### config.mk
export PLATFORM = sky130hd
export DESIGN_NAME = rtc_cmd
export DESIGN_NICKNAME = d
export VERILOG_FILES = /design/src/design/rtc_pkg.sv /design/src/design/rtc_cmd.sv /design/src/design/rtc_sync.sv /design/src/design/rtc_sample_gen.sv
export VERILOG_INCLUDE_DIRS = /design/src /design/src/design
export SDC_FILE = /design/constraint.sdc
export NUM_CORES = 1
export LEC_CHECK = 0
export BUFFER_PORTS_ARGS = -buffer_cell sky130_fd_sc_hd__buf_2
export CORE_ASPECT_RATIO = 2
export CORE_MARGIN = 2
export CORE_UTILIZATION = 30
export CTS_BUF_LIST = sky130_fd_sc_hd__clkbuf_16
export DETAILED_ROUTE_END_ITERATION = 10
export PLACE_DENSITY = 0.52
export SETUP_SLACK_MARGIN = 0.4
export SLEW_MARGIN = 5
export SYNTH_ARGS = -nofsm -noshare
export SYNTH_HDL_FRONTEND = slang
export SYNTH_SLANG_ARGS = --single-unit
### constraint.sdc
create_clock -name sys_clk -period 6.35 [get_ports sys_clk]
set_input_delay 1.27 -clock sys_clk [delete_from_list [all_inputs] [get_ports sys_clk]]
set_output_delay 1.27 -clock sys_clk [all_outputs]
set_load 0.005 [all_outputs]
### src/design/rtc_cfg.svh
/*
  Constants of the command interpreter: command codes, field positions,
  reset values and timing figures.
  Assumes inclusion by bare name from design files only.
*/
`ifndef RTC_CFG_SVH
`define RTC_CFG_SVH
// ==========================================================
// Command codes
`define RTC_CMD_READ_CFG 8'h71
`define RTC_CMD_WRITE_TIM 8'h7B
`define RTC_CMD_WRITE_CFG 8'h7D
`define RTC_CMD_14443 8'h4E
// ==========================================================
// Field positions and protocol codes
`define RTC_IDLE_BIT 7
`define RTC_PROT_HI 6
`define RTC_PROT_LO 4
`define RTC_MOD_BIT 3
`define RTC_SUB_BIT 2
`define RTC_RATE_BIT 1
`define RTC_MAN_BIT 0
`define RTC_DBG_BIT 7
`define RTC_OFS_HI 6
`define RTC_PROT_1OF4 3'h2
`define RTC_PROT_1OF256 3'h3
`define RTC_PROT_14443 3'h4
// ==========================================================
// Reset values and bit counts
`define RTC_CFG_RESET 8'h22
`define RTC_TIM_RESET 13'h0000
`define RTC_BYTE_LAST 4'h7
`define RTC_TIM_LAST 4'hC
// ==========================================================
// Timing
`define RTC_UNIT_NS 295
`define RTC_CLK_NS 100
`define RTC_SAMPLE_PERIOD 8
`endif

### src/design/rtc_pkg.sv
/*
  Types shared by the command interpreter modules.
  Assumes rtc_cfg.svh for the numeric constants.
*/
package rtc_pkg;
  // ==========================================================
  // Command frame phases
  typedef enum logic [5:0] {
    RTC_IDLE = 6'h01,
    RTC_CMD = 6'h02,
    RTC_RDCFG = 6'h04,
    RTC_WRCFG = 6'h08,
    RTC_WRTIM = 6'h10,
    RTC_DONE = 6'h20
  } rtc_phase_t;
  // ==========================================================
  // Reader data rate in force
  typedef enum logic [1:0] {
    RTC_R_6K67 = 2'h0,
    RTC_R_6K62 = 2'h1,
    RTC_R_26K69 = 2'h2,
    RTC_R_105K94 = 2'h3
  } rtc_rate_t;
  // ==========================================================
  // Sample generator phases
  typedef enum logic [2:0] {
    RTC_SG_IDLE = 3'h1,
    RTC_SG_WAIT = 3'h2,
    RTC_SG_RUN = 3'h4
  } rtc_sg_phase_t;
endpackage : rtc_pkg

### src/design/rtc_cmd.sv
/*
  Command interpreter of the RF transceiver: takes serial command bytes,
  selects protocol, modulation, subcarrier and rate, reads and writes the
  configuration register and writes the timing register.
  Assumes a host framing each command with ser_sel and shifting bits MSB
  first on rising edges of ser_clk; all three pins are asynchronous.
*/
// Overview of operation
// - 0x71 returns configuration register to host
// - 0x7B then 13 bits loads timing register
// - 0x7D then data writes configuration register
// - 0x4E selects 14443 A, 100%, AM, high
// - Protocol bits 011 select 15693 one-of-256
// - Protocol bits 010 select 15693 one-of-four
// - 15693 rates: 6.67 FM, 6.62 AM, 26.69
// - Configuration fields: idle, protocol, mod, sub, rate, decoder
// - Protocol codes: three modes, three reserved, 000 and 001 refused
// - Power-up configuration is 00100010
// - Timing offset sets decoder sampling point
// - Delay counts from transmit end to reply
// - Debug bit puts sample pulses on error pin
// - Each offset unit adds 295 ns
// - Timing value kept until 0x7B rewrites it or rst_n clears it
// - Command bit 1 selects low or high rate
`timescale 1ns/10ps
`include "rtc_cfg.svh"
module rtc_cmd #(
  parameter int SAMPLE_PERIOD = `RTC_SAMPLE_PERIOD
) (
  input wire logic sys_clk,
  input wire logic rst_n,
  input wire logic ser_sel_pin,
  input wire logic ser_clk_pin,
  input wire logic ser_data_pin,
  output logic ser_dout,
  output logic ser_dout_oe,
  input wire logic tx_end,
  input wire logic rx_done,
  input wire logic dec_err,
  output logic m_err,
  output logic sample_pulse,
  output logic [7:0] cfg_out,
  output logic [6:0] sample_offset_count,
  output logic sample_pulse_debug_enable,
  output rtc_pkg::rtc_rate_t data_rate
);
  typedef struct packed {
    rtc_pkg::rtc_phase_t ph;
    logic sclk_prev;
    logic [3:0] cnt;
    logic [12:0] sh;
    logic [7:0] cfg;
    logic [12:0] tim;
    logic dout;
    logic doe;
    logic merr;
    rtc_pkg::rtc_rate_t rate;
  } rtc_st_t;
  rtc_st_t s_q;
  rtc_st_t s_d;
  logic [2:0] pins_s;
  logic sel;
  logic sclk;
  logic sdat;
  logic rise;
  logic cmd_fire;
  logic [7:0] cmd_val;
  logic tim_load;
  logic cfg_load;
  logic [7:0] byte_in;
  logic [12:0] word_in;
  logic sample_raw;

  // ==========================================================
  // Decode helpers
  function automatic logic par_ok(input logic [7:0] c);
    par_ok = ~(^c);
  endfunction : par_ok

  function automatic logic proto_ok(input logic [7:0] c);
    logic [2:0] p;
    p = c[`RTC_PROT_HI:`RTC_PROT_LO];
    proto_ok = 1'b0;
    if (!c[`RTC_IDLE_BIT]) begin
      if (p == `RTC_PROT_1OF4 || p == `RTC_PROT_1OF256) begin
        proto_ok = 1'b1;
      end
      if (c == `RTC_CMD_14443) begin
        proto_ok = 1'b1;
      end
    end
  endfunction : proto_ok

  function automatic rtc_pkg::rtc_rate_t rate_of(input logic [7:0] c);
    if (c[`RTC_PROT_HI:`RTC_PROT_LO] == `RTC_PROT_14443) begin
      rate_of = rtc_pkg::RTC_R_105K94;
    end else if (c[`RTC_RATE_BIT]) begin
      rate_of = rtc_pkg::RTC_R_26K69;
    end else if (c[`RTC_SUB_BIT]) begin
      rate_of = rtc_pkg::RTC_R_6K62;
    end else begin
      rate_of = rtc_pkg::RTC_R_6K67;
    end
  endfunction : rate_of

  // ==========================================================
  // Pin synchronisers
  rtc_sync #(
    .WIDTH(3)
  ) u_sync (
    .sys_clk(sys_clk),
    .rst_n(rst_n),
    .async_in({ser_sel_pin, ser_clk_pin, ser_data_pin}),
    .sync_out(pins_s)
  );
  assign sel = pins_s[2];
  assign sclk = pins_s[1];
  assign sdat = pins_s[0];

  // ==========================================================
  // Decoder sampling pulses
  rtc_sample_gen #(
    .SAMPLE_PERIOD(SAMPLE_PERIOD)
  ) u_sample (
    .sys_clk(sys_clk),
    .rst_n(rst_n),
    .tx_end(tx_end),
    .rx_done(rx_done),
    .sample_offset_count(s_q.tim[`RTC_OFS_HI:0]),
    .sample_pulse(sample_raw)
  );

  // ==========================================================
  // Command frame
  always_comb begin
    s_d = s_q;
    s_d.sclk_prev = sclk;
    rise = sclk & ~s_q.sclk_prev;
    byte_in = {s_q.sh[6:0], sdat};
    word_in = {s_q.sh[11:0], sdat};
    cmd_fire = 1'b0;
    cmd_val = byte_in;
    tim_load = 1'b0;
    cfg_load = 1'b0;
    if (!sel) begin
      s_d.ph = rtc_pkg::RTC_IDLE;
      s_d.doe = 1'b0;
      s_d.cnt = '0;
    end else begin
      case (s_q.ph)
        rtc_pkg::RTC_IDLE: begin
          s_d.ph = rtc_pkg::RTC_CMD;
          s_d.cnt = '0;
        end
        rtc_pkg::RTC_CMD: begin
          if (rise) begin
            s_d.sh = word_in;
            s_d.cnt = s_q.cnt + 4'h1;
            if (s_q.cnt == `RTC_BYTE_LAST) begin
              cmd_fire = 1'b1;
              s_d.cnt = '0;
              s_d.ph = rtc_pkg::RTC_DONE;
              if (par_ok(cmd_val)) begin
                case (cmd_val)
                  `RTC_CMD_READ_CFG: begin
                    s_d.ph = rtc_pkg::RTC_RDCFG;
                    s_d.sh = {5'h00, s_q.cfg};
                    s_d.dout = s_q.cfg[7];
                    s_d.doe = 1'b1;
                  end
                  `RTC_CMD_WRITE_TIM: s_d.ph = rtc_pkg::RTC_WRTIM;
                  `RTC_CMD_WRITE_CFG: s_d.ph = rtc_pkg::RTC_WRCFG;
                  default: begin
                    if (proto_ok(cmd_val)) begin
                      // Manchester decoder bit is left as it is
                      s_d.cfg[7:1] = cmd_val[7:1];
                    end
                  end
                endcase
              end
            end
          end
        end
        rtc_pkg::RTC_RDCFG: begin
          if (rise) begin
            s_d.cnt = s_q.cnt + 4'h1;
            s_d.sh = {s_q.sh[11:0], 1'b0};
            s_d.dout = s_q.sh[6];
            if (s_q.cnt == `RTC_BYTE_LAST) begin
              s_d.ph = rtc_pkg::RTC_DONE;
              s_d.doe = 1'b0;
              s_d.dout = 1'b0;
            end
          end
        end
        rtc_pkg::RTC_WRCFG: begin
          if (rise) begin
            s_d.sh = word_in;
            s_d.cnt = s_q.cnt + 4'h1;
            if (s_q.cnt == `RTC_BYTE_LAST) begin
              cfg_load = 1'b1;
              s_d.cfg = byte_in;
              s_d.ph = rtc_pkg::RTC_DONE;
            end
          end
        end
        rtc_pkg::RTC_WRTIM: begin
          if (rise) begin
            s_d.sh = word_in;
            s_d.cnt = s_q.cnt + 4'h1;
            if (s_q.cnt == `RTC_TIM_LAST) begin
              tim_load = 1'b1;
              s_d.tim = word_in;
              s_d.ph = rtc_pkg::RTC_DONE;
            end
          end
        end
        rtc_pkg::RTC_DONE: s_d.ph = rtc_pkg::RTC_DONE;
        default: s_d.ph = rtc_pkg::RTC_IDLE;
      endcase
    end
    s_d.rate = rate_of(s_d.cfg);
    s_d.merr = s_d.tim[`RTC_DBG_BIT] ? sample_raw : dec_err;
  end

  always_ff @(posedge sys_clk or negedge rst_n) begin
    if (!rst_n) begin
      s_q <= '{
        ph: rtc_pkg::RTC_IDLE,
        sclk_prev: 1'b0,
        cnt: 4'h0,
        sh: 13'h0000,
        cfg: `RTC_CFG_RESET,
        tim: `RTC_TIM_RESET,
        dout: 1'b0,
        doe: 1'b0,
        merr: 1'b0,
        rate: rtc_pkg::RTC_R_26K69
      };
    end else begin
      s_q <= s_d;
    end
  end

  // ==========================================================
  // Outputs
  assign ser_dout = s_q.dout;
  assign ser_dout_oe = s_q.doe;
  assign m_err = s_q.merr;
  assign sample_pulse = sample_raw;
  assign cfg_out = s_q.cfg;
  assign sample_offset_count = s_q.tim[`RTC_OFS_HI:0];
  assign sample_pulse_debug_enable = s_q.tim[`RTC_DBG_BIT];
  assign data_rate = s_q.rate;
endmodule : rtc_cmd

### src/design/rtc_sync.sv
/*
  Two flip-flop synchroniser for a group of pin inputs.
  Assumes the inputs are levels from outside the sys_clk domain.
*/
`timescale 1ns/10ps
module rtc_sync #(
  parameter int WIDTH = 3
) (
  input wire logic sys_clk,
  input wire logic rst_n,
  input wire logic [WIDTH-1:0] async_in,
  output logic [WIDTH-1:0] sync_out
);
  typedef struct packed {
    logic [WIDTH-1:0] meta;
    logic [WIDTH-1:0] sync;
  } rtc_sync_st_t;
  rtc_sync_st_t s_q;
  rtc_sync_st_t s_d;
  // ==========================================================
  // Stages
  always_comb begin
    s_d.meta = async_in;
    s_d.sync = s_q.meta;
  end
  always_ff @(posedge sys_clk or negedge rst_n) begin
    if (!rst_n) begin
      s_q <= '0;
    end else begin
      s_q <= s_d;
    end
  end
  assign sync_out = s_q.sync;
endmodule : rtc_sync

### src/design/rtc_sample_gen.sv
/*
  Decoder sampling pulse generator: waits the offset delay after the end
  of transmission, then pulses every SAMPLE_PERIOD cycles until rx_done.
  Assumes tx_end and rx_done are one-cycle pulses on sys_clk.
*/
`timescale 1ns/10ps
`include "rtc_cfg.svh"
module rtc_sample_gen #(
  parameter int SAMPLE_PERIOD = `RTC_SAMPLE_PERIOD
) (
  input wire logic sys_clk,
  input wire logic rst_n,
  input wire logic tx_end,
  input wire logic rx_done,
  input wire logic [6:0] sample_offset_count,
  output logic sample_pulse
);
  typedef struct packed {
    rtc_pkg::rtc_sg_phase_t ph;
    logic [15:0] el_ns;
    logic [7:0] per;
    logic pulse;
  } rtc_sg_st_t;
  rtc_sg_st_t s_q;
  rtc_sg_st_t s_d;
  logic [15:0] target_ns;
  // ==========================================================
  // Delay is counted in ns so the 295 ns unit needs no rounding
  always_comb begin
    target_ns = 16'(sample_offset_count) * 16'(`RTC_UNIT_NS);
    s_d = s_q;
    s_d.pulse = 1'b0;
    case (s_q.ph)
      rtc_pkg::RTC_SG_IDLE: begin
        s_d.el_ns = '0;
      end
      rtc_pkg::RTC_SG_WAIT: begin
        s_d.el_ns = s_q.el_ns + 16'(`RTC_CLK_NS);
        if (s_q.el_ns >= target_ns) begin
          s_d.ph = rtc_pkg::RTC_SG_RUN;
          s_d.pulse = 1'b1;
          s_d.per = '0;
        end
      end
      rtc_pkg::RTC_SG_RUN: begin
        s_d.per = s_q.per + 8'h01;
        if (s_q.per == 8'(SAMPLE_PERIOD - 1)) begin
          s_d.per = '0;
          s_d.pulse = 1'b1;
        end
      end
      default: s_d.ph = rtc_pkg::RTC_SG_IDLE;
    endcase
    if (rx_done) begin
      s_d.ph = rtc_pkg::RTC_SG_IDLE;
    end
    if (tx_end) begin
      s_d.ph = rtc_pkg::RTC_SG_WAIT;
      s_d.el_ns = '0;
    end
  end
  always_ff @(posedge sys_clk or negedge rst_n) begin
    if (!rst_n) begin
      s_q <= '{ph: rtc_pkg::RTC_SG_IDLE, el_ns: 16'h0000, per: 8'h00, pulse: 1'b0};
    end else begin
      s_q <= s_d;
    end
  end
  assign sample_pulse = s_q.pulse;
endmodule : rtc_sample_gen

==> impl_metrics.ini, run 1 <==
[status]
status = finished clean

[sta]
maxSlewViolCount = 0
fin_crit_sh_pct = 86.31
timing_hold_violations_final = 0
rsz0062_at_grt = false
fin_skew_ns = 0.007865
worst_pin_slew_ns = 1.026
worst_hold_slack_ns = 0.3481
setup_viol = 0
max_slew_margin_pct = 31.57
period_needed_ns = 5.481
fin_tns_setup_ns = 0
fmax_ghz = 0.1825

[synthesis]
synthTopCellsByArea = dfrtp_1 (30%), ha_1 (16%), o21ai_0 (5.2%)
syn_inst = 597
ys_ff_latch = 71
syn_avg_cell_area_um2 = 9.352
syn_nets = 684
yosysTopAreaCellShare_pct = 29.58
yosysWarningCount = 0
synthFlopType = dfrtp_1
synth_edf_count = 0
synthTopCellsByCount = ha_1 (71), dfrtp_1 (66), o21ai_0 (58), inv_1 (48), nand2_1 (46)
synth_area_um2 = 5583
synthArstFlopShare_pct = 100.0
yosysMostFrequentCell = ha_1
yosysSeqAreaShare_pct = 31.94
synth_area_leader_cell = dfrtp_1
ys_types = 72

[worst_setup_path]
timing.rr.end = u_sample.s_q[6]
startpoint_type = flop
cp_data_required_time_ns = 6.55
slowest_stage = fa_1
crit_start = sample_offset_count[4]
end_kind = flop
r2r_setup_slack_ns = 0.87
endpoint = u_sample.s_q[6]
reg2reg_from = sample_offset_count[4]
slowest_delay_ns = 0.56
path_cells = fa_1, inv_1, fa_1, inv_1, ha_1, ha_1, ha_1, nand4b_1, a211oi_2, o211a_1, mux2i_1, a2111oi_0, ha_1, nand4_1, nor4_1, o21ai_0, a31oi_2, o21ai_0
path_class = flop to flop
r2r_cells = 18
cp.arrival_ns = 5.68
worst-path-max-fanout = 7
crit_path_frequent_cell = ha_1

[pwr]
p_int_mw = 0.8532
vdd_drop_max_v = 0.0001051
seqPwrFrac_pct = 41.9
pwr-share-clk_pct = 42.6
leakagePower_nw = 2.961
swShare_pct = 30.62
pwr_density_cell_nw_per_um2 = 201.6
combPwrFrac_pct = 15.5
power.switching_mw = 0.3766

[floorplan]
start_util_pct = 30.50
ios = 30
dieArea_um2 = 19780
die_w_um = 100.5
design.core.area_um2 = 18310
rows = 70
die_h_um = 196.9

[finish]
design_area_um2 = 6100
syn2layout_area_growth_pct = 9.256
layout-drive-gt1-share_pct = 13.37
nNetsFinal = 688
nFillCells = 1870
n_antenna_cell = 0
post-route-util_pct = 33.32
final_cell_count_no_fill = 822

[routing]
first_pass_iters = 5
vias = 4416
viasPerCell = 5.372
ant_nets = 0
wl_per_cell_um = 16.72
drt-total-wl_mm = 13.74
remaining_drc_errors = 0
drt-initial-drc-count = 131

[min_path]
hp-class = flop to flop

[place]
dp.cells = 806
dp_hpwl_mm = 10.86
place_area_um2 = 5773
gp_congestion = 0.8212
io_buffer_count = 29

[clocking]
cts_tree = yes
clkSlewWorstSetupHoldPaths_ns = 0.06
root_buffer = clkbuf_16
cts_sinks = 71
cts_setup_buffers = 0
holdBufCountCts = 0
cts_resized = 0
clk_latency_ns = 0.34
numCtsBuffers = 9
clockBufferDepth = 2
htree_levels = 3

[grt]
grt_pass1_vias = 4703
grt_pass1_wl_mm = 22.63
antenna_found_initial = 0
grt_usage_pct = 14.49
grt_overflow_total = 0
grt_max_degree = 72

[flow_run]
max_cap_viol_count = 0
## power groups by stage
stage,registers [mW],clock network (mW),logic [mW]
global route,0.519,0.555,0.214
finish,0.516,0.523,0.191
global placement,0.522,0,0.187
floorplan,0.495,0,0.164
detailed placement,0.522,0,0.190
CTS,0.514,0.537,0.191
## area by class of cell
type | instances | area, µm² | area share, %
Clock buffer | 9 | 225.2 | 3.692
Multi-Input combinational cell | 442 | 3416 | 56.00
Timing Repair Buffer | 29 | 147.6 | 2.421
Inverter | 48 | 180.2 | 2.954
Tap cell | 216 | 270.3 | 4.431
Clock inverter | 7 | 77.57 | 1.272
Sequential cell | 71 | 1783 | 29.23
## stage by stage
step,setup slack (ns),power (mW)
4_1_cts,0.5921,1.243
3_5_place_dp,0.6206,0.7123
6_report,0.8694,1.230
2_1_floorplan,1.465,0.6596
5_1_grt,0.4481,1.288
3_3_place_gp,0.7306,0.7096
## registers in the layout (all words and copies together), names as in the netlist, 2 cells and up
| name | flops |
|---|---|
| cfg_out | 8 |
| byte_in | 7 |
| sample_offset_count | 7 |
| u_sync.s_d | 3 |
| u_sample.s_q | 25 |
| u_sync.sync_out | 3 |
| s_q | 11 |
| data_rate | 2 |
## cell usage in the layout, fill, tap and decap left out, drive strengths merged, types with 4 or more instances in the layout
cell type  netlist  layout
dfstp            5       5
xor2            10      10
nand3            8       8
a21o             4       4
mux2            10      10
dfrtp           66      66
nor2            33      33
fa               8       8
xnor2            8       8
ha              71      71
nand2           46      46
o21ai           58      58
nand2b           8       8
or2              4       4
nor3            15      15
nor2b            6       6
or3              7       7
clkbuf           8       9
mux2i           13      13
o211ai           4       4
a31oi            8       8
a21oi           31      31
and3             4       4
nand4           11      11
o31ai            4       4
o2bb2ai          7       7
and2             6       6
nor4             5       5
or4              4       4
buf             28      29
inv             48      51
a2111oi          4       4
## metal layers
metal | vias to the layer above | GRT usage [%] | routed length (µm)
li1 | 2144 | - | -
met1 | 2165 | 13.60 | 4862
met2 | 79 | 29.08 | 8057
met3 | 28 | 2.340 | 371
met4 | 0 | 6.900 | 448
met5 | - | 0 | 0
## worst min-delay path by stage
stage | depth (start not counted) | end | slack, ns | start
floorplan | 0 | u_sync.sync_out[0] | 0.33 | u_sync.s_d[0]
global placement | 0 | u_sync.sync_out[1] | 0.33 | u_sync.s_d[1]
detailed placement | 0 | u_sync.sync_out[1] | 0.33 | u_sync.s_d[1]
CTS | 0 | u_sync.sync_out[2] | 0.35 | u_sync.s_d[2]
global route | 0 | u_sync.sync_out[2] | 0.36 | u_sync.s_d[2]
finish | 0 | u_sync.sync_out[2] | 0.35 | u_sync.s_d[2]
## kinds of logic (layout without fill, tap and decap cells)
logic type | Yosys count | after routing | synth area share [%]
DFF | 71 | 71 | 31.94
xor gates and xnor gates | 18 | 18 | 2.824
muxes | 23 | 23 | 4.818
and+or+nand+nor | 167 | 167 | 16.20
buffers and inverters | 84 | 93 | 7.306
AOI/OAI and AO/OA | 155 | 155 | 18.13
adders and majority gates | 79 | 79 | 18.78
## worst max-delay path: cells and delay by family (launching register included)
| family | cells | cell delay, ns |
|---|---|---|
| AND/OR/NAND/NOR | 3 | 0.69 |
| flip-flops | 1 | 0.48 |
| adder cells (fa/ha/maj) | 6 | 2.24 |
| multiplexers | 1 | 0.07 |
| AO/OA/AOI/OAI | 6 | 1.77 |
| buffers and inverters | 2 | 0.09 |
Note: power is estimated with default switching activity, not from simulation.
==> inputs of run 2 (changes only) <==
- CORE_MARGIN: 2 -> default
- CORE_UTILIZATION: 30 -> 50
- PLACE_DENSITY: 0.52 -> 0.74
- SYNTH_HIERARCHICAL: default -> 1
==> impl_metrics.ini, run 2 <==
[finish]
final_cell_count_no_fill = 750
post-route-util_pct = 55.46
largest_register_ffs = 25
top_register = u_sample/s_q
layout_common_cells = ha_1 (71), dfrtp_1 (66), inv_1 (51), nand2_1 (51), buf_2 (29)
layout-drive-gt1-share_pct = 13.44
mostFrequentLayoutCell = ha_1
n_antenna_cell = 0
nNetsFinal = 692
design_area_um2 = 5996
syn2layout_area_growth_pct = 8.269

[synthesis]
yosysSeqAreaShare_pct = 32.20
synth_top_family_by_area = adder cells
synth_mux_area_share_pct = 4.519
synth_area_leader_cell = dfrtp_1
yosysWarningCount = 6
yosysMostFrequentCell = ha_1
synth-simple-area-share_pct = 17.31
synth_compound_area_share_pct = 17.62
synth-adder-area-share_pct = 18.93
synth_area_um2 = 5538
yosysTopAreaCellShare_pct = 29.82
syn_avg_cell_area_um2 = 9.307
synth-xor-area-share_pct = 2.372
synthArstFlopShare_pct = 100.0
synthTopCellsByCount = ha_1 (71), dfrtp_1 (66), inv_1 (51), nand2_1 (51), o21ai_0 (28)
ys_ff_latch = 71
synthTopCellsByArea = dfrtp_1 (30%), ha_1 (16%), inv_1 (3.5%)
synthFlopType = dfrtp_1
syn_nets = 682
syn_inst = 595
synth_edf_count = 0
ys_types = 78

[floorplan]
start_util_pct = 51.23
die_h_um = 150.8
ios = 30
rows = 54
dieArea_um2 = 11530
design.core.area_um2 = 10810
die_w_um = 76.42

[clocking]
clockBufferDepth = 2
cts_tree = yes
htree_levels = 3
clkSlewWorstSetupHoldPaths_ns = 0.06
cts_setup_buffers = 0
numCtsBuffers = 9
cts_sinks = 71
root_buffer = clkbuf_16
holdBufCountCts = 0
cts_resized = 0
clk_latency_ns = 0.34

[place]
dp.cells = 734
io_buffer_count = 29
gp_congestion = 0.9511
dp_hpwl_mm = 10.04
place_area_um2 = 5670

[pwr]
seqPwrFrac_pct = 41.8
pwr_density_cell_nw_per_um2 = 201.6
combPwrFrac_pct = 13.3
vdd_drop_max_v = 0.0001822
swShare_pct = 27.23
pwr-share-clk_pct = 44.9
p_int_mw = 0.8796
power.switching_mw = 0.3292
leakagePower_nw = 2.932

[worst_setup_path]
crit_path_frequent_cell = ha_1
slowest_delay_ns = 0.57
startpoint_type = flop
crit_family = adder cells
end_kind = flop
cp_num_buf_inv = 2
slowest_stage = fa_1
cp_data_required_time_ns = 6.57
worst-path-max-fanout = 7
cp.arrival_ns = 5.15
path_class = flop to flop
path_cells = fa_1, inv_1, fa_1, inv_1, ha_1, ha_1, ha_1, nand4b_1, a21boi_1, o2111a_1, o2111a_1, nor3_1, ha_1, nand4_1, nor3_2, o211ai_1, and2_1, a2111oi_2

[routing]
drt-total-wl_mm = 12.79
viasPerCell = 5.987
ant_nets = 0
vias = 4490
drt-initial-drc-count = 226
remaining_drc_errors = 0
wl_per_cell_um = 17.06
first_pass_iters = 5

[sta]
fmax_ghz = 0.2031
timing_hold_violations_final = 0
worst_hold_slack_ns = 0.3462
rsz0062_at_grt = false
maxSlewViolCount = 0
fin_skew_ns = 0.01040
fin_tns_setup_ns = 0
worst_pin_slew_ns = 0.9677
period_needed_ns = 4.922
max_slew_margin_pct = 35.25
setup_viol = 0
fin_crit_sh_pct = 77.52

[grt]
grt_pass1_vias = 4632
grt_overflow_total = 0
grt_pass1_wl_mm = 21.16
grt_max_degree = 72
grt_usage_pct = 23.49
antenna_found_initial = 0

[status]
status = finished clean

[min_path]
hp-class = flop to flop

[flow_run]
max_cap_viol_count = 0
run 2: cell types whose count changed after synthesis, moves of 5 or more:
cell,before,now
nor2_1,32,26
o21ai_1,0,24
a21oi_1,31,24
o2bb2ai_1,7,0
nand2_1,46,51
mux2_2,3,8
o21ai_0,58,28
nand3_1,8,19
mux2_4,7,2
run 2: layout make-up:
cell class | count | area (µm²)
clock buffers | 9 | 225.2
clock inverters | 7 | 95.09
fillers | 992 | 4815
inverters | 52 | 195.2
multi-input cells | 441 | 3369
flip-flops and latches | 71 | 1783
well taps | 140 | 175.2
repair buffers | 30 | 152.6
run 2: final timing paths:
| check | from | end | slack (ns) | depth (start not counted) |
|---|---|---|---|---|
| worst min register to register | u_sync/s_d[0] | u_sync/sync_out[0] | 0.35 | 0 |
| min in group asynchronous | rst_n | cfg_out[2] | 1.13 | 2 |
| worst min-delay path | u_sync/s_d[0] | u_sync/sync_out[0] | 0.35 | 0 |
| worst max-delay path | sample_offset_count[4] | u_sample/s_q[27] | 1.43 | 18 |
| max in group asynchronous | rst_n | u_sample/s_q[3] | 4.62 | 2 |
| worst max register to register | sample_offset_count[4] | u_sample/s_q[27] | 1.43 | 18 |
run 2: power groups by stage:
stage	Sequential, mW	Clock (mW)	Combinational (mW)
after floorplan	0.496	0	0.124
after global placement	0.512	0	0.157
after detailed placement	0.512	0	0.160
after CTS	0.504	0.554	0.161
after global routing	0.508	0.576	0.179
final	0.505	0.543	0.161
run 2: layer usage:
| metal | vias up | wire [µm] | GRT usage (%) | part of all wire (%) |
|---|---|---|---|---|
| li1 | 2178 | - | - | - |
| met1 | 2169 | 4780 | 22.74 | 37 |
| met2 | 97 | 7188 | 45.99 | 56 |
| met3 | 46 | 322 | 3.675 | 2.5 |
| met4 | 0 | 502 | 13.94 | 3.9 |
| met5 | - | 0 | 0 | 0 |
run 2: stage by stage:
step,worst slack [ns],power [mW]
floorplan,1.760,0.6204
global placement,1.528,0.6683
detailed placement,1.443,0.6719
CTS,1.403,1.220
global route,1.041,1.263
finish,1.428,1.209
run 2: logic make-up after synthesis:
logic type               after synthesis
AND/OR/NAND/NOR                      179
AO/OA/AOI/OAI                        145
multiplexers                          23
adder cells (fa/ha/maj)               79
buffers and inverters                 83
XOR/XNOR                              15
flip-flops                            71
==> inputs of run 3 (changes only) <==
- clock period: 6.35 -> 4.7 ns (I/O delays scaled with it)
==> impl_metrics.ini, run 3 (synthesized netlist as in run 2, its figures left out) <==
[flow_run]
max_cap_viol_count = 0

[clocking]
cts_tree = yes
cts_sinks = 71
clk_latency_ns = 0.33
htree_levels = 3
root_buffer = clkbuf_16
numCtsBuffers = 9
holdBufCountCts = 0
clkSlewWorstSetupHoldPaths_ns = 0.06
clockBufferDepth = 2

[worst_setup_path]
worst-path-max-fanout = 4
cp_num_buf_inv = 3
slowest_delay_ns = 0.52
crit_family = adder cells
cp_data_required_time_ns = 4.93
path_cells = fa_1, inv_1, fa_1, inv_2, ha_4, ha_4, ha_4, nand4b_1, a21boi_2, o2111a_2, o2111a_1, nor3_2, ha_1, nand4_1, buf_4, nor2_2, a22oi_2, and2_4, a2111oi_4
startpoint_type = flop
crit_start = sample_offset_count[4]
end_kind = flop
reg2reg_from = sample_offset_count[4]
path_class = flop to flop
slowest_stage = fa_1
crit_path_frequent_cell = ha_4
cp.arrival_ns = 4.85

[sta]
worst_pin_slew_ns = 1.306
maxSlewViolCount = 0
max_slew_margin_pct = 12.25
timing_hold_violations_final = 0
period_needed_ns = 4.621
rsz0062_at_grt = true
fin_crit_sh_pct = 98.32
fin_skew_ns = 0.01329
fmax_ghz = 0.2164
setup_viol = 0

[routing]
vias = 4659
ant_nets = 0
drt-total-wl_mm = 13.89
viasPerCell = 6.066
wl_per_cell_um = 18.09
first_pass_iters = 7
remaining_drc_errors = 0
drt-initial-drc-count = 204

[place]
dp_hpwl_mm = 10.51
dp.cells = 738
gp_congestion = 0.9306
io_buffer_count = 29
place_area_um2 = 5773

[finish]
layout_common_cells = dfrtp_1 (63), ha_1 (61), inv_1 (50), nand2_1 (50), buf_2 (29)
design_area_um2 = 6314
largest_register_ffs = 25
nNetsFinal = 710
layout-drive-gt1-share_pct = 21.18
final_cell_count_no_fill = 768
n_antenna_cell = 0
syn2layout_area_growth_pct = 14.01
top_register = u_sample/s_q
mostFrequentLayoutCell = dfrtp_1

[grt]
grt_max_degree = 37
grt_pass1_vias = 4803
antenna_found_initial = 0
grt_pass1_wl_mm = 22.63
grt_overflow_total = 0
grt_usage_pct = 24.89

[min_path]
worstHoldStart = u_sync/s_d[2]
hp-class = flop to flop

[floorplan]
die_h_um = 150.8
design.core.area_um2 = 10810
start_util_pct = 51.23
die_w_um = 76.42
dieArea_um2 = 11530
ios = 30
rows = 54

[status]
status = finished clean

[pwr]
pwr_density_cell_nw_per_um2 = 243.1
leakagePower_nw = 2.971
vdd_drop_max_v = 0.0002103
[run 3: cell count changes in the layout (fill, tap and decap cells not counted), moves of 3 or more]
| cell | previous run | this run |
|---|---|---|
| a21oi_1 | 24 | 18 |
| o21ai_2 | 0 | 3 |
| dfrtp_1 | 66 | 63 |
| ha_1 | 71 | 61 |
| a21oi_2 | 0 | 4 |
| dfrtp_2 | 0 | 3 |
| buf_4 | 1 | 19 |
| ha_4 | 0 | 9 |
[run 3: final timing paths]
path,to,slack (ns),depth (start not counted)
worst max-delay path,u_sample/s_q[27],0.08,19
worst min-delay path,u_sync/sync_out[2],0.34,0
worst max register to register,u_sample/s_q[27],0.08,19
worst min register to register,u_sync/sync_out[2],0.34,0
max in group asynchronous,cfg_out[1],3.02,2
min in group asynchronous,s_q[45],0.70,1
[run 3: area by class of cell]
type | count | area, µm²
Fill cell | 938 | 4497
Multi-Input combinational cell | 441 | 3601
Sequential cell | 71 | 1787
Timing Repair Buffer | 48 | 287.8
Clock buffer | 9 | 225.2
Inverter | 52 | 195.2
Tap cell | 140 | 175.2
Clock inverter | 7 | 42.54
[run 3: stage by stage]
| step | util, % | total power [mW] | hold WS [ns] | setup WS [ns] | setup TNS, ns |
|---|---|---|---|---|---|
| 2_1_floorplan | - | 0.8383 | 0.3312 | 0.3566 | 0 |
| 3_3_place_gp | 53.40 | 0.9034 | 0.3330 | 0.1163 | 0 |
| 3_5_place_dp | 53.40 | 0.9103 | 0.3347 | -0.004672 | -0.004672 |
| 4_1_cts | 57.08 | 1.539 | 0.3478 | 0.07778 | 0 |
| 5_1_grt | 58.40 | 1.611 | 0.3517 | -0.1308 | -0.8772 |
| 6_report | 58.40 | 1.535 | 0.3444 | 0.07884 | 0 |
[run 3: timing repair]
item | CTS | global route
endpoints found under the setup margin | 11 | 11
endpoints found under the hold margin | 0 | 0
setup buffers | 9 | 5
pin swaps | 15 | 17
resized for setup | 8 | 22
[run 3: routing by layer]
layer / global-route usage (%) / wire length [µm] / up-vias
met1: 25.21 / 5091 / 2277
met3: 3.916 / 422 / 49
li1: - / - / 2208
met5: 0 / 0 / -
met4: 12.69 / 548 / 0
met2: 48.38 / 7831 / 125
[run 3: power breakdown]
group	leakage [nW]	internal, mW	switching (mW)
clock	0.132	0.353	0.261
combinational	1.90	0.0957	0.140
sequential	0.941	0.637	0.0481
total	2.97	1.09	0.449
